==> config.mk <==
export PLATFORM = sky130hd
export DESIGN_NAME = angle_counter_tooth_logic
export DESIGN_NICKNAME = d
export VERILOG_FILES = /design/src/rtl/angle_counter_pkg.sv /design/src/rtl/angle_counter_tooth_logic.sv
export VERILOG_INCLUDE_DIRS = /design/src /design/src/rtl
export SDC_FILE = /design/constraint.sdc
export NUM_CORES = 1
export LEC_CHECK = 0
export ABC_AREA = 1
export BUFFER_PORTS_ARGS = -buffer_cell sky130_fd_sc_hd__buf_2
export CAP_MARGIN = 20
export CORE_MARGIN = 2
export CORE_UTILIZATION = 50
export DETAILED_ROUTE_END_ITERATION = 16
export PLACE_DENSITY_LB_ADDON = 0.15
export SYNTH_ARGS = -nofsm -noshare
export SYNTH_HDL_FRONTEND = slang
export SYNTH_SLANG_ARGS = --single-unit
==> constraint.sdc <==
create_clock -name sys_clk -period 5.45 [get_ports sys_clk]
set_input_delay 0 -clock sys_clk [delete_from_list [all_inputs] [get_ports sys_clk]]
set_output_delay 0 -clock sys_clk [all_outputs]
set_load 0.03 [all_outputs]
==> src/rtl/angle_counter_consts.svh <==
/*
 constants of the angle counter: widths, reset values and timing counts.
 assumes nothing; definitions only, included by bare name.
*/
`ifndef ANGLE_COUNTER_CONSTS_SVH
`define ANGLE_COUNTER_CONSTS_SVH

// field widths
`define TICKS_W        10
`define MISS_W         8
`define RATE_W         15
`define PRESC_W        6
`define ANGLE_W        24
`define PERIOD_W       22

// clock and microcycle timing
`define SYS_CLK_MHZ    200
`define MICROCYCLE_NS  10
`define MICRO_DIV      ((`MICROCYCLE_NS * `SYS_CLK_MHZ) / 1000)
`define MICRO_CNT_W    4

// reset values
`define TICKS_RST      10'h000
`define MISS_RST       8'h00
`define ANGLE_RST      24'h000000

`endif

==> src/rtl/angle_counter_pkg.sv <==
/*
 types of the angle counter: tooth program word and counter mode.
 assumes angle_counter_consts.svh is on the include path.
*/
`include "angle_counter_consts.svh"

package angle_counter_pkg;

   // one software write of the tooth program register
   typedef struct packed {
      logic [`TICKS_W-1:0] ticks;
      logic [`MISS_W-1:0]  missing_tooth_count;
      logic                last;
      logic                insert_tooth_bit;
   } tooth_program_t;

   // angle counter operating modes
   typedef enum logic [1:0] {
      mode_halt,
      mode_high_rate,
      mode_normal
   } counter_mode_t;

   // status seen by software
   typedef struct packed {
      counter_mode_t       mode;
      logic [`TICKS_W-1:0] ticks_left;
      logic [`MISS_W-1:0]  missing_tooth_count;
      logic                last;
   } counter_status_t;

endpackage

==> src/rtl/angle_counter_tooth_logic.sv <==
/*
 angle counter tooth logic: tracks engine angle from tooth events, with
 halt, high rate and normal modes, a two-deep tooth program write buffer
 and a microcycle/tick time base.
 assumes tooth_in is an asynchronous pin, software writes are one-cycle
 pulses on sys_clk, and rate/prescaler are static between teeth.
*/
`timescale 1ns/1ps
`include "angle_counter_consts.svh"

// Notes on behaviour
// - second write after insert write is never lost
// - insert bit generates a dummy tooth event
// - early tooth with missing count returns high rate
// - no halt while missing count above zero
// - clear missing and last only on switch
// - halt follows newly written missing count
// - never halt holding a non-zero missing count
module angle_counter_tooth_logic
   import angle_counter_pkg::*;
(
   // clock and reset
   input  wire logic                  sys_clk,
   input  wire logic                  resetn,
   // tooth wheel pin
   input  wire logic                  tooth_in,
   // tooth program register write
   input  wire logic                  tpr_wr,
   input  wire tooth_program_t        tpr_wdata,
   // time base configuration
   input  wire logic [`RATE_W-1:0]    tick_rate_value,
   input  wire logic [`PRESC_W-1:0]   time_base_prescaler,
   // status
   output counter_status_t            status,
   output logic [`ANGLE_W-1:0]        angle_count,
   output logic                       tooth_event,
   output logic                       tick_pulse,
   output logic                       microcycle,
   output logic                       tpr_buffer_full
);

   // tick period in microcycles, never below one
   function automatic logic [`PERIOD_W-1:0] tick_period(
      input logic [`RATE_W-1:0]  rate,
      input logic [`PRESC_W-1:0] presc);
      logic [`PERIOD_W-1:0] p;
      p = `PERIOD_W'(rate) * (`PERIOD_W'(presc) + `PERIOD_W'(1));
      if (p == '0) begin
         p = `PERIOD_W'(1);
      end
      return p;
   endfunction

   localparam logic [`MICRO_CNT_W-1:0] micro_last =
      `MICRO_CNT_W'(`MICRO_DIV - 1);

   // time base and pin state
   logic                   tooth_meta;
   logic                   tooth_sync;
   logic                   tooth_prev;
   logic                   tooth_pend;
   logic [`MICRO_CNT_W-1:0] micro_cnt;
   logic [`PERIOD_W-1:0]   tick_cnt;
   logic                   next_tooth_pend;
   logic [`MICRO_CNT_W-1:0] next_micro_cnt;
   logic [`PERIOD_W-1:0]   next_tick_cnt;
   logic                   micro_now;
   logic                   tick_now;

   // write buffer state
   tooth_program_t         slot0;
   tooth_program_t         slot1;
   logic                   slot0_valid;
   logic                   slot1_valid;
   tooth_program_t         next_slot0;
   tooth_program_t         next_slot1;
   logic                   next_slot0_valid;
   logic                   next_slot1_valid;
   logic                   apply;

   // counter state
   counter_mode_t          mode;
   logic [`TICKS_W-1:0]    tooth_ticks;
   logic [`TICKS_W-1:0]    ticks_left;
   logic [`MISS_W-1:0]     missing;
   logic                   last;
   logic [`ANGLE_W-1:0]    angle;
   counter_mode_t          next_mode;
   logic [`TICKS_W-1:0]    next_tooth_ticks;
   logic [`TICKS_W-1:0]    next_ticks_left;
   logic [`MISS_W-1:0]     next_missing;
   logic                   next_last;
   logic [`ANGLE_W-1:0]    next_angle;
   logic                   next_tooth_event;
   logic                   next_tick_pulse;
   logic                   tooth_any;

   assign micro_now = (micro_cnt == micro_last);
   assign tick_now  = micro_now && ((mode == mode_high_rate) ||
      (tick_cnt >= tick_period(tick_rate_value, time_base_prescaler)
       - `PERIOD_W'(1)));
   assign apply     = micro_now && slot0_valid;

   // time base next state; a tooth edge is held until its microcycle
   always_comb begin
      next_tooth_pend = (tooth_sync & ~tooth_prev) |
                        (tooth_pend & ~micro_now);   // edge wins over clear
      next_micro_cnt  = micro_now ? '0 : micro_cnt + `MICRO_CNT_W'(1);
      next_tick_cnt   = tick_cnt;
      if (micro_now) begin
         next_tick_cnt = tick_now ? '0 : tick_cnt + `PERIOD_W'(1);
      end
   end

   // write buffer: two slots so a write right after an insert write
   // survives a tooth in the same microcycle; a third overwrites slot1
   always_comb begin
      next_slot0       = slot0;
      next_slot1       = slot1;
      next_slot0_valid = slot0_valid;
      next_slot1_valid = slot1_valid;
      if (micro_now) begin
         next_slot0       = slot1;
         next_slot0_valid = slot1_valid;
         next_slot1_valid = 1'b0;
      end
      if (tpr_wr) begin
         if (!next_slot0_valid) begin
            next_slot0       = tpr_wdata;
            next_slot0_valid = 1'b1;
         end else begin
            next_slot1       = tpr_wdata;
            next_slot1_valid = 1'b1;
         end
      end
   end

   // mode and counts, evaluated only on a microcycle
   always_comb begin
      next_mode        = mode;
      next_tooth_ticks = tooth_ticks;
      next_ticks_left  = ticks_left;
      next_missing     = missing;
      next_last        = last;
      next_angle       = angle;
      next_tooth_event = 1'b0;
      next_tick_pulse  = tick_now;
      tooth_any        = 1'b0;
      if (micro_now) begin
         // written fields take effect before this microcycle's decision
         if (apply) begin
            next_tooth_ticks = slot0.ticks;
            next_missing     = slot0.missing_tooth_count;
            next_last        = slot0.last;
         end
         tooth_any = tooth_pend |
                     (apply & slot0.insert_tooth_bit);
         next_tooth_event = tooth_any;
         unique case (mode)
            mode_halt: begin
               if (tooth_any) begin
                  next_mode       = mode_normal;
                  next_ticks_left = next_tooth_ticks;
               end
            end
            mode_high_rate: begin
               if (tooth_any) begin
                  next_ticks_left = next_tooth_ticks;
               end else if (ticks_left != '0) begin
                  next_ticks_left = ticks_left - `TICKS_W'(1);
                  next_angle      = angle + `ANGLE_W'(1);
               end else begin
                  next_mode = mode_normal;
               end
            end
            mode_normal: begin
               if (tooth_any) begin
                  if (ticks_left != '0 && next_missing != '0) begin
                     next_mode    = mode_high_rate;
                     next_missing = '0;
                     next_last    = 1'b0;
                  end
                  next_ticks_left = next_tooth_ticks;
               end else if (tick_now) begin
                  if (ticks_left != '0) begin
                     next_ticks_left = ticks_left - `TICKS_W'(1);
                     next_angle      = angle + `ANGLE_W'(1);
                  end else if (next_missing != '0) begin
                     // missing tooth: count down, stay in normal
                     next_missing    = next_missing - `MISS_W'(1);
                     next_ticks_left = next_tooth_ticks;
                  end else begin
                     next_mode = mode_halt;
                  end
               end
            end
         endcase
      end
   end

   // registers of all groups
   always_ff @(posedge sys_clk or negedge resetn) begin
      if (!resetn) begin
         tooth_meta      <= 1'b0;
         tooth_sync      <= 1'b0;
         tooth_prev      <= 1'b0;
         tooth_pend      <= 1'b0;
         micro_cnt       <= '0;
         tick_cnt        <= '0;
         slot0           <= '0;
         slot1           <= '0;
         slot0_valid     <= 1'b0;
         slot1_valid     <= 1'b0;
         mode            <= mode_halt;
         tooth_ticks     <= `TICKS_RST;
         ticks_left      <= `TICKS_RST;
         missing         <= `MISS_RST;
         last            <= 1'b0;
         angle           <= `ANGLE_RST;
         status          <= '0;
         angle_count     <= `ANGLE_RST;
         tooth_event     <= 1'b0;
         tick_pulse      <= 1'b0;
         microcycle      <= 1'b0;
         tpr_buffer_full <= 1'b0;
      end else begin
         tooth_meta      <= tooth_in;
         tooth_sync      <= tooth_meta;
         tooth_prev      <= tooth_sync;
         tooth_pend      <= next_tooth_pend;
         micro_cnt       <= next_micro_cnt;
         tick_cnt        <= next_tick_cnt;
         slot0           <= next_slot0;
         slot1           <= next_slot1;
         slot0_valid     <= next_slot0_valid;
         slot1_valid     <= next_slot1_valid;
         mode            <= next_mode;
         tooth_ticks     <= next_tooth_ticks;
         ticks_left      <= next_ticks_left;
         missing         <= next_missing;
         last            <= next_last;
         angle           <= next_angle;
         status          <= '{next_mode, next_ticks_left, next_missing,
                              next_last};
         angle_count     <= next_angle;
         tooth_event     <= next_tooth_event;
         tick_pulse      <= next_tick_pulse;
         microcycle      <= micro_now;
         tpr_buffer_full <= next_slot1_valid;
      end
   end

endmodule

==> reports/metrics.yaml, run 1 <==
syn_area_um2: 11700
drive_gt1_share_pct: 28.5
worst_hold_path_type: "input port to asynchronous set/reset pin"
grt_pass1_vias: 11200
syn_inst: 1644
fill_cells: 1872
path_clk_slew_ns: 0.07
antenna_found_initial: 0
worst_pin_slew_ns: 0.831
finalPower_mw: 7.99
grt_pass1_wl_um: 53400
drt_iter0_drc: 686
finalWirelength_um: 32800
crit_type: "input port to register"
dp_hpwl_um: 23300
reg2regPathDepth: 13
syn_area_per_cell_um2: 7.10
antennaDiodeCount: 0
fin_crit_ns: 6.71
syn_nets: 1826
ys.warnings.count: 0
insertion_delay_ns: 0.43
finalMaxSlewViolations: 0
cts_root_buf: "clkbuf_16"
crit_buf_inv: 10
startpoint_type: "input port"
die_area_um2: 24600
cts_buffers: 17
setup_slack_ns: -1.26
p_per_area_nw_per_um2: 505
num_vias: 11600
coreArea_um2: 22800
cts.sinks: 130
htreeDepth: 4
ys_seq_area_share_pct: 27.9
die_w_um: 157
leakage_nw: 8.30
place.port_buffers: 93
cp_max_fo: 8
r2r_end: "mode[1]"
endpoint: "ticks_left[2]"
cts.path.max_buffers: 2
final_cells: 2257
final_util_pct: 69.5
synth-seq-cells: 130
drc: 0
fin_crit_sh_pct: 123
cts_tree: "built"
critPathCaptureType: "register"
maxCapViolCount: 0
drt_first_pass_iters: 5
fp.dieH_um: 157
r2r_slack_ns: 2.30
fin_nets: 2113
row_count: 55
initial_core_util_pct: 51.3
outcome: "finished with violations"
place_worst_setup_slack_ns: -1.72
peakVddDrop_v: 0.000245
crit_family: "adder cells"
max-slew-margin-rel_pct: 44.6
setup_violations: 67
holdWs_ns: 0.166
areaGrowthSynthToFinish_pct: 35.5
grt_max_degree: 77
finClkSkew_ns: 0.0278
final-hold-violation-count: 0
multi_input_area_um2: 8190
cp_slowest_cell: "fa_1"
wire_per_inst_um: 14.6
rsz0062_at_grt: "true"
cp_num_cells: 46
cpPeakStageDelay_ns: 0.54
track_usage_pct: 26.9
place.gp.congestion: 0.906
violations: "negative setup slack"
ys_types: 45
ios: 94
grt_overflow: 0
viasPerCell: 5.13
r2r-start: "micro_cnt[2]"
fmax_mhz: 149
regArea_um2: 3250
worstSetupStartpoint: "time_base_prescaler[0]"
dpl.cell_count: 2162
drtAntennaViolNets: 0
required_ns: 5.75
crit_top_cell: "nand2_2"
worstPathArrival_ns: 7.01
## cell type report
| cell class | instances | area share (%) |
|---|---|---|
| multi-input cells | 1213 | 51.8 |
| flip-flops and latches | 130 | 20.6 |
| repair buffers | 303 | 15.2 |
| inverters | 266 | 6.39 |
| clock buffers | 17 | 2.69 |
| well taps | 313 | 2.48 |
| clock inverters | 15 | 0.878 |
## cells in the final DEF (no fill, tap or decap), types with 16 or more instances in the layout
cell type | synthesis | layout
a21oi_1 | 30 | 19
buf_2 | 2 | 91
buf_4 | 1 | 157
buf_6 | 1 | 16
clkbuf_16 | 0 | 18
dfrtp_1 | 130 | 130
dlygate4sd3_1 | 0 | 23
fa_1 | 64 | 63
ha_1 | 73 | 58
inv_1 | 262 | 246
nand2_1 | 466 | 392
nand2_2 | 5 | 67
nand3_1 | 105 | 90
nand4_1 | 33 | 33
nor2_1 | 184 | 135
nor2_2 | 4 | 37
nor2_4 | 3 | 19
nor3_1 | 33 | 24
o21ai_0 | 78 | 68
xnor2_1 | 20 | 18
xor2_1 | 37 | 36
## sequential cells by signal, summed over array words and instances, names as in the netlist, 2 cells and up
name,flops
missing,8
angle,24
slot0,20
ticks_left,10
tooth_ticks,10
mode,2
slot1,20
tick_cnt,22
micro_cnt,4
## how the worst min path moves through the flow
stage / from / endpoint / slack, ns / cells past startpoint
global placement: resetn / angle[8] / 0.06 / 1
finish: resetn / angle[10] / 0.17 / 2
global route: resetn / angle[10] / 0.24 / 2
CTS: resetn / angle[8] / 0.19 / 2
detailed placement: resetn / angle[8] / 0.07 / 1
floorplan: resetn / angle[0] / -0.30 / 0
## cells in the mapped netlist, drive strengths merged
cell	count	area [um^2]
xor2	37	324
inv	265	995
o21ai	94	515
or2	5	31.3
a21oi	30	150
o21a	2	15.0
clkbuf	28	106
nor3	34	175
a31oi	4	25.0
nor3b	1	7.51
fa	64	1280
xnor2	20	175
and3	4	25.0
o22ai	12	88.8
o211ai	7	52.6
buf	7	51.3
ha	73	913
nor2	192	769
and2	2	12.5
nand3	107	553
nand4	33	206
nand3b	6	45.0
clkinv	1	3.75
dfrtp	130	3250
nand2	472	1790
mux2	4	45.0
nor4	10	62.6
## where the power goes
part	total (mW)	leakage [nW]	switching, mW	internal (mW)
sequential	1.25	1.67	0.128	1.12
clock	1.12	0.270	0.513	0.603
combinational	5.63	6.36	3.15	2.48
total	7.99	8.30	3.79	4.20
## cell families (layout without fill, tap and decap cells)
logic type	after synthesis	count (layout)	share of synthesized area [%]
AND/OR/NAND/NOR	866	866	31.5
buffers and inverters	301	601	9.90
AO/OA/AOI/OAI	149	149	7.26
adder cells (fa/ha/maj)	137	137	18.8
flip-flops	130	130	27.9
XOR/XNOR	57	57	4.28
multiplexers	4	4	0.386
## what timing repair did
action / CTS / global route
endpoints found under the hold margin: 117 / 0
setup buffers: 25 / 9
pin swaps: 35 / 48
setup endpoints to repair: 67 / 67
gates resized for setup: 123 / 104
gates cloned: 5 / 2
hold buffers: 23 / 0
## per-stage QoR
stage	setup TNS (ns)	cell area, um^2
after global routing	-95.83	15800
after CTS	-67.70	15300
after global placement	-99.47	13800
after detailed placement	-105.73	13800
after floorplan	-64.70	12000
final	-74.64	15800
## layer usage
layer / share of wire [%] / vias to the layer above / global-route usage [%]
met3: 4.7 / 39 / 4.32
met1: 46 / 5458 / 36.6
met4: 1.6 / 0 / 6.95
met5: 0 / - / 0
li1: - / 5759 / -
met2: 48 / 315 / 44.8
Power figures use the tool's default switching activity.
==> inputs of run 2 (changes only) <==
Clock period 5.45 ns to 7.3 ns, I/O delays scaled along.
==> run 2 against run 1 <==
Critical path depth is 2 lower. Sequential power is 26% lower. First-iteration DRC count is 0.87% lower. The run now ends clean. Combinational power is 45% lower.
==> reports/metrics.yaml, run 2 (synthesis gave the netlist of run 1 again) <==
outcome: "complete, no violations"
row_count: 55
die_area_um2: 24600
die_w_um: 157
cts.path.max_buffers: 2
htreeDepth: 4
largest_register_ffs: 24
maxCapViolCount: 0
fp.dieH_um: 157
final-hold-violation-count: 0
cts_root_buf: "clkbuf_16"
max-slew-margin-rel_pct: 34.8
fill_cells: 2052
cts_tree: "built"
grt_pass1_wl_um: 51500
num_vias: 11000
finClkSkew_ns: 0.0130
fin_crit_sh_pct: 94.8
drtAntennaViolNets: 0
crit_top_cell: "nand2_1"
antennaDiodeCount: 0
cp_max_fo: 17
initial_core_util_pct: 51.3
finalMaxSlewViolations: 0
grt_overflow: 0
areaGrowthSynthToFinish_pct: 20.7
crit_family: "simple AND/OR/NAND/NOR gates"
track_usage_pct: 25.9
drt_first_pass_iters: 5
r2r_slack_ns: 4.08
cts_buffers: 17
worstSetupStartpoint: "time_base_prescaler[0]"
place_worst_setup_slack_ns: -0.199
fin_nets: 1994
coreArea_um2: 22800
peakVddDrop_v: 0.000171
setup_slack_ns: 0.380
final_cell_mix: "nand2_1, inv_1, nor2_1"
cpPeakStageDelay_ns: 0.53
worstPathArrival_ns: 7.24
wire_per_inst_um: 14.4
insertion_delay_ns: 0.42
fmax_mhz: 144
final_common_cell: "nand2_1"
p_per_area_nw_per_um2: 350
r2r-start: "micro_cnt[2]"
r2r_end: "tick_cnt[18]"
grt_max_degree: 76
startpoint_type: "input port"
tns_ns: 0
worst_hold_path_type: "input port to asynchronous set/reset pin"
finalWirelength_um: 30700
cp_slowest_cell: "fa_1"
regMostFlops: "angle"
worst_pin_slew_ns: 0.978
antenna_found_initial: 0
reg2regPathDepth: 12
place.port_buffers: 93
leakage_nw: 7.58
setup_violations: 0
path_clk_slew_ns: 0.06
drc: 0
fin_crit_ns: 6.92
grt_pass1_vias: 10700
cts.sinks: 130
crit_type: "input port to register"
dp_hpwl_um: 23200
drt_iter0_drc: 680
place.gp.congestion: 0.929
viasPerCell: 5.13
critPathCaptureType: "register"
crit_buf_inv: 9
ios: 94
drive_gt1_share_pct: 15.9
reg_top3: "angle: 24 flops, tick_cnt: 22 flops"
required_ns: 7.62
-- run 2: cell types whose count changed in the layout (fill, tap and decap cells not counted), sizes merged --
| cell | before | now |
|---|---|---|
| clkinv | 4 | 3 |
| inv | 272 | 270 |
| bufinv | 0 | 3 |
| clkinvlp | 5 | 3 |
| buf | 279 | 160 |
| nand2 | 472 | 473 |
-- run 2: per-layer routing --
layer	share of wire, %	GRT usage [%]	vias to the layer above
li1	-	-	5520
met1	48	37.1	5109
met2	45	41.3	295
met3	6.0	4.54	38
met4	1.4	5.55	0
met5	0	0	-
-- run 2: how the worst max path moves through the flow --
stage	depth (start not counted)	endpoint
6_report	44	ticks_left[2]
5_1_grt	47	missing[2]
4_1_cts	43	ticks_left[1]
3_3_place_gp	42	ticks_left[4]
2_1_floorplan	44	ticks_left[6]
3_5_place_dp	43	ticks_left[0]
-- run 2: through the flow --
| stage | utilization [%] | cells | power (mW) | cell area, um^2 | hold WS, ns |
|---|---|---|---|---|---|
| after global routing | 61.9 | 2137 | 5.39 | 14100 | 0.175 |
| after detailed placement | 56.5 | 2074 | 3.77 | 12900 | 0.00577 |
| after floorplan | - | 1644 | 2.87 | 11700 | -0.296 |
| after global placement | 56.4 | 2073 | 3.76 | 12800 | 0.00608 |
| after CTS | 60.2 | 2128 | 4.70 | 13700 | 0.129 |
| final | 61.9 | 2137 | 4.94 | 14100 | 0.103 |
-- run 2: power by group --
group	switching, mW	internal, mW	total (mW)
sequential	0.0916	0.837	0.929
clock	0.346	0.551	0.897
combinational	1.95	1.16	3.11
total	2.39	2.55	4.94
-- run 2: repair_timing --
item,CTS,global route
setup buffers,0,7
gates resized for setup,0,70
hold buffers,23,0
endpoints found under the hold margin,97,0
endpoints found under the setup margin,0,66
-- run 2: cell type report --
type                            count  area, um^2  area share [%]
Multi-Input combinational cell   1214        7550            53.6
Sequential cell                   130        3250            23.1
Timing Repair Buffer              183        1280            9.10
Inverter                          266        1000            7.10
Clock buffer                       18         439            3.12
Tap cell                          313         392            2.78
Clock inverter                     13         173            1.23
-- run 2: worst register-to-register path: stages (launching register included) --
cell and delay, ns:
dfrtp_1 0.40, nor2_1 0.24, nand2_4 0.31, inv_2 0.69
nand2_1 0.25, nor2_1 0.21, nand2_1 0.10, nor2_1 0.20
nand3_1 0.18, nor2_1 0.20, nand4_1 0.12, xor2_1 0.16
nor2_1 0.05
==> inputs of run 3 (changes only) <==
Settings changed: MAX_ROUTING_LAYER from default to met4.
==> run 3 against run 2 <==
Cell count about the same. Total power down 0.92%. Sequential power about the same. Combinational power about the same.
==> reports/metrics.yaml, run 3 (synthesis gave the netlist of run 1 again) <==
drtAntennaViolNets: 0
drt_iter0_drc: 903
largest_register_ffs: 24
cts.path.max_buffers: 2
top_usage_layer: "met2"
worst_hold_path_type: "input port to asynchronous set/reset pin"
swShare_pct: 48.7
worst_pin_slew_ns: 0.814
track_usage_pct: 26.7
path_clk_slew_ns: 0.06
seq_power_share_pct: 19.0
critPathCaptureType: "register"
finClkSkew_ns: 0.0183
grt_pass1_wl_um: 51600
antenna_found_initial: 0
worstPathArrival_ns: 7.10
initial_core_util_pct: 51.3
drc: 0
drt_first_pass_iters: 5
combinationalPowerShare_pct: 63.2
clkPwrFrac_pct: 17.8
wire_per_inst_um: 14.5
fp.dieH_um: 157
setup_violations: 0
grt_pass1_vias: 10600
final_cell_mix: "nand2_1, inv_1, nor2_1"
coreArea_um2: 22800
switchingPower_mw: 2.38
ios: 94
final-hold-violation-count: 0
cts_tree: "built"
p_per_area_nw_per_um2: 350
grtUsageMet1_pct: 37.1
die_w_um: 157
outcome: "complete, no violations"
maxCapViolCount: 0
dp_hpwl_um: 23500
fin_crit_sh_pct: 93.2
cts_root_buf: "clkbuf_16"
grt_overflow: 0
grt_max_degree: 86
die_area_um2: 24600
row_count: 55
regMostFlops: "angle"
startpoint_type: "input port"
insertion_delay_ns: 0.42
cts_buffers: 17
cts.sinks: 130
htreeDepth: 4
num_vias: 11000
fmax_mhz: 147
areaGrowthSynthToFinish_pct: 19.7
reg_top3: "angle: 24 flops, tick_cnt: 22 flops"
place.gp.congestion: 0.941
drive_gt1_share_pct: 15.2
place.port_buffers: 93
finalWirelength_um: 31000
antennaDiodeCount: 0
met2_usage_pct: 41.2
peakVddDrop_v: 0.000181
final_common_cell: "nand2_1"
viasPerCell: 5.16
finalPower_mw: 4.89
fin_nets: 1993
cpPeakStageDelay_ns: 0.57
cp_max_fo: 19
required_ns: 7.60
max-slew-margin-rel_pct: 45.8
finalMaxSlewViolations: 0
cp_slowest_cell: "fa_1"
use_met3_pct: 4.49
fin_crit_ns: 6.80
tns_ns: 0
crit_top_cell: "nand2_1"
fill_cells: 2120
internal_power_mw: 2.51
crit_type: "input port to register"
leakage_nw: 7.55
==> run 3: cell count changes in the layout (fill, tap and decap cells not counted), moves of 3 or more <==
cell	delta
o21ai_0	-3
inv_6	+4
ha_4	-3
inv_1	+3
nand2_1	+4
o21ai_1	+3
inv_2	-3
nand2_4	-3
==> run 3: power by group through the flow <==
stage | registers [mW] | logic (mW) | clock network [mW]
floorplan | 1.02 | 1.86 | 0
finish | 0.930 | 3.09 | 0.870
CTS | 0.929 | 2.91 | 0.883
global route | 0.944 | 3.48 | 0.917
global placement | 0.937 | 2.85 | 0
detailed placement | 0.939 | 2.88 | 0
==> run 3: final timing paths <==
path,start,end,slack (ns),cells past startpoint
max reg2reg,micro_cnt[2],tick_cnt[18],4.06,12
min in group sys_clk,tooth_in,tooth_meta,0.23,2
max in group asynchronous,resetn,slot1[7],5.96,3
min reg2reg,tooth_meta,tooth_sync,0.35,0
max,time_base_prescaler[1],missing[1],0.50,47
min,resetn,tick_cnt[19],0.18,2
==> run 3: cell type report <==
class	instances	area (um^2)	share of cell area [%]
clock buffers	17	425	3.04
clock inverters	14	164	1.17
inverters	266	1000	7.16
multi-input cells	1214	7470	53.5
flip-flops and latches	130	3250	23.3
well taps	313	392	2.80
repair buffers	182	1270	9.06
==> run 3: repair_timing <==
item / CTS / global route
hold buffers: 23 / 0
setup endpoints to repair: 0 / 67
setup buffers: 0 / 5
gates resized for setup: 0 / 57
endpoints found under the hold margin: 126 / 0
==> run 3: worst max-delay path, delay by kind of cell <==
kind	cells	cell delay (ns)
buffers and inverters	9	1.12
xor gates and xnor gates	1	0.19
adders and majority gates	7	2.89
and+or+nand+nor	30	2.88
==> run 3: through the flow <==
stage | area, um^2 | worst slack, ns | std cells | hold WS (ns) | util, %
after floorplan | 11700 | 0.112 | 1644 | -0.296 | -
after global placement | 12800 | -0.146 | 2074 | 0.0991 | 56.4
after detailed placement | 12900 | -0.266 | 2075 | 0.102 | 56.5
after CTS | 13700 | 0.148 | 2129 | 0.201 | 60.1
after global routing | 14000 | -0.0801 | 2136 | 0.220 | 61.4
final | 14000 | 0.500 | 2136 | 0.181 | 61.4
==> run 3: layer usage <==
layer / routed length (um) / share of wire [%] / vias to the layer above
met5: 0 / 0 / -
met4: 390 / 1.3 / 0
met3: 1670 / 5.4 / 29
met2: 14000 / 45 / 288
met1: 14900 / 48 / 5184
li1: - / - / 5527
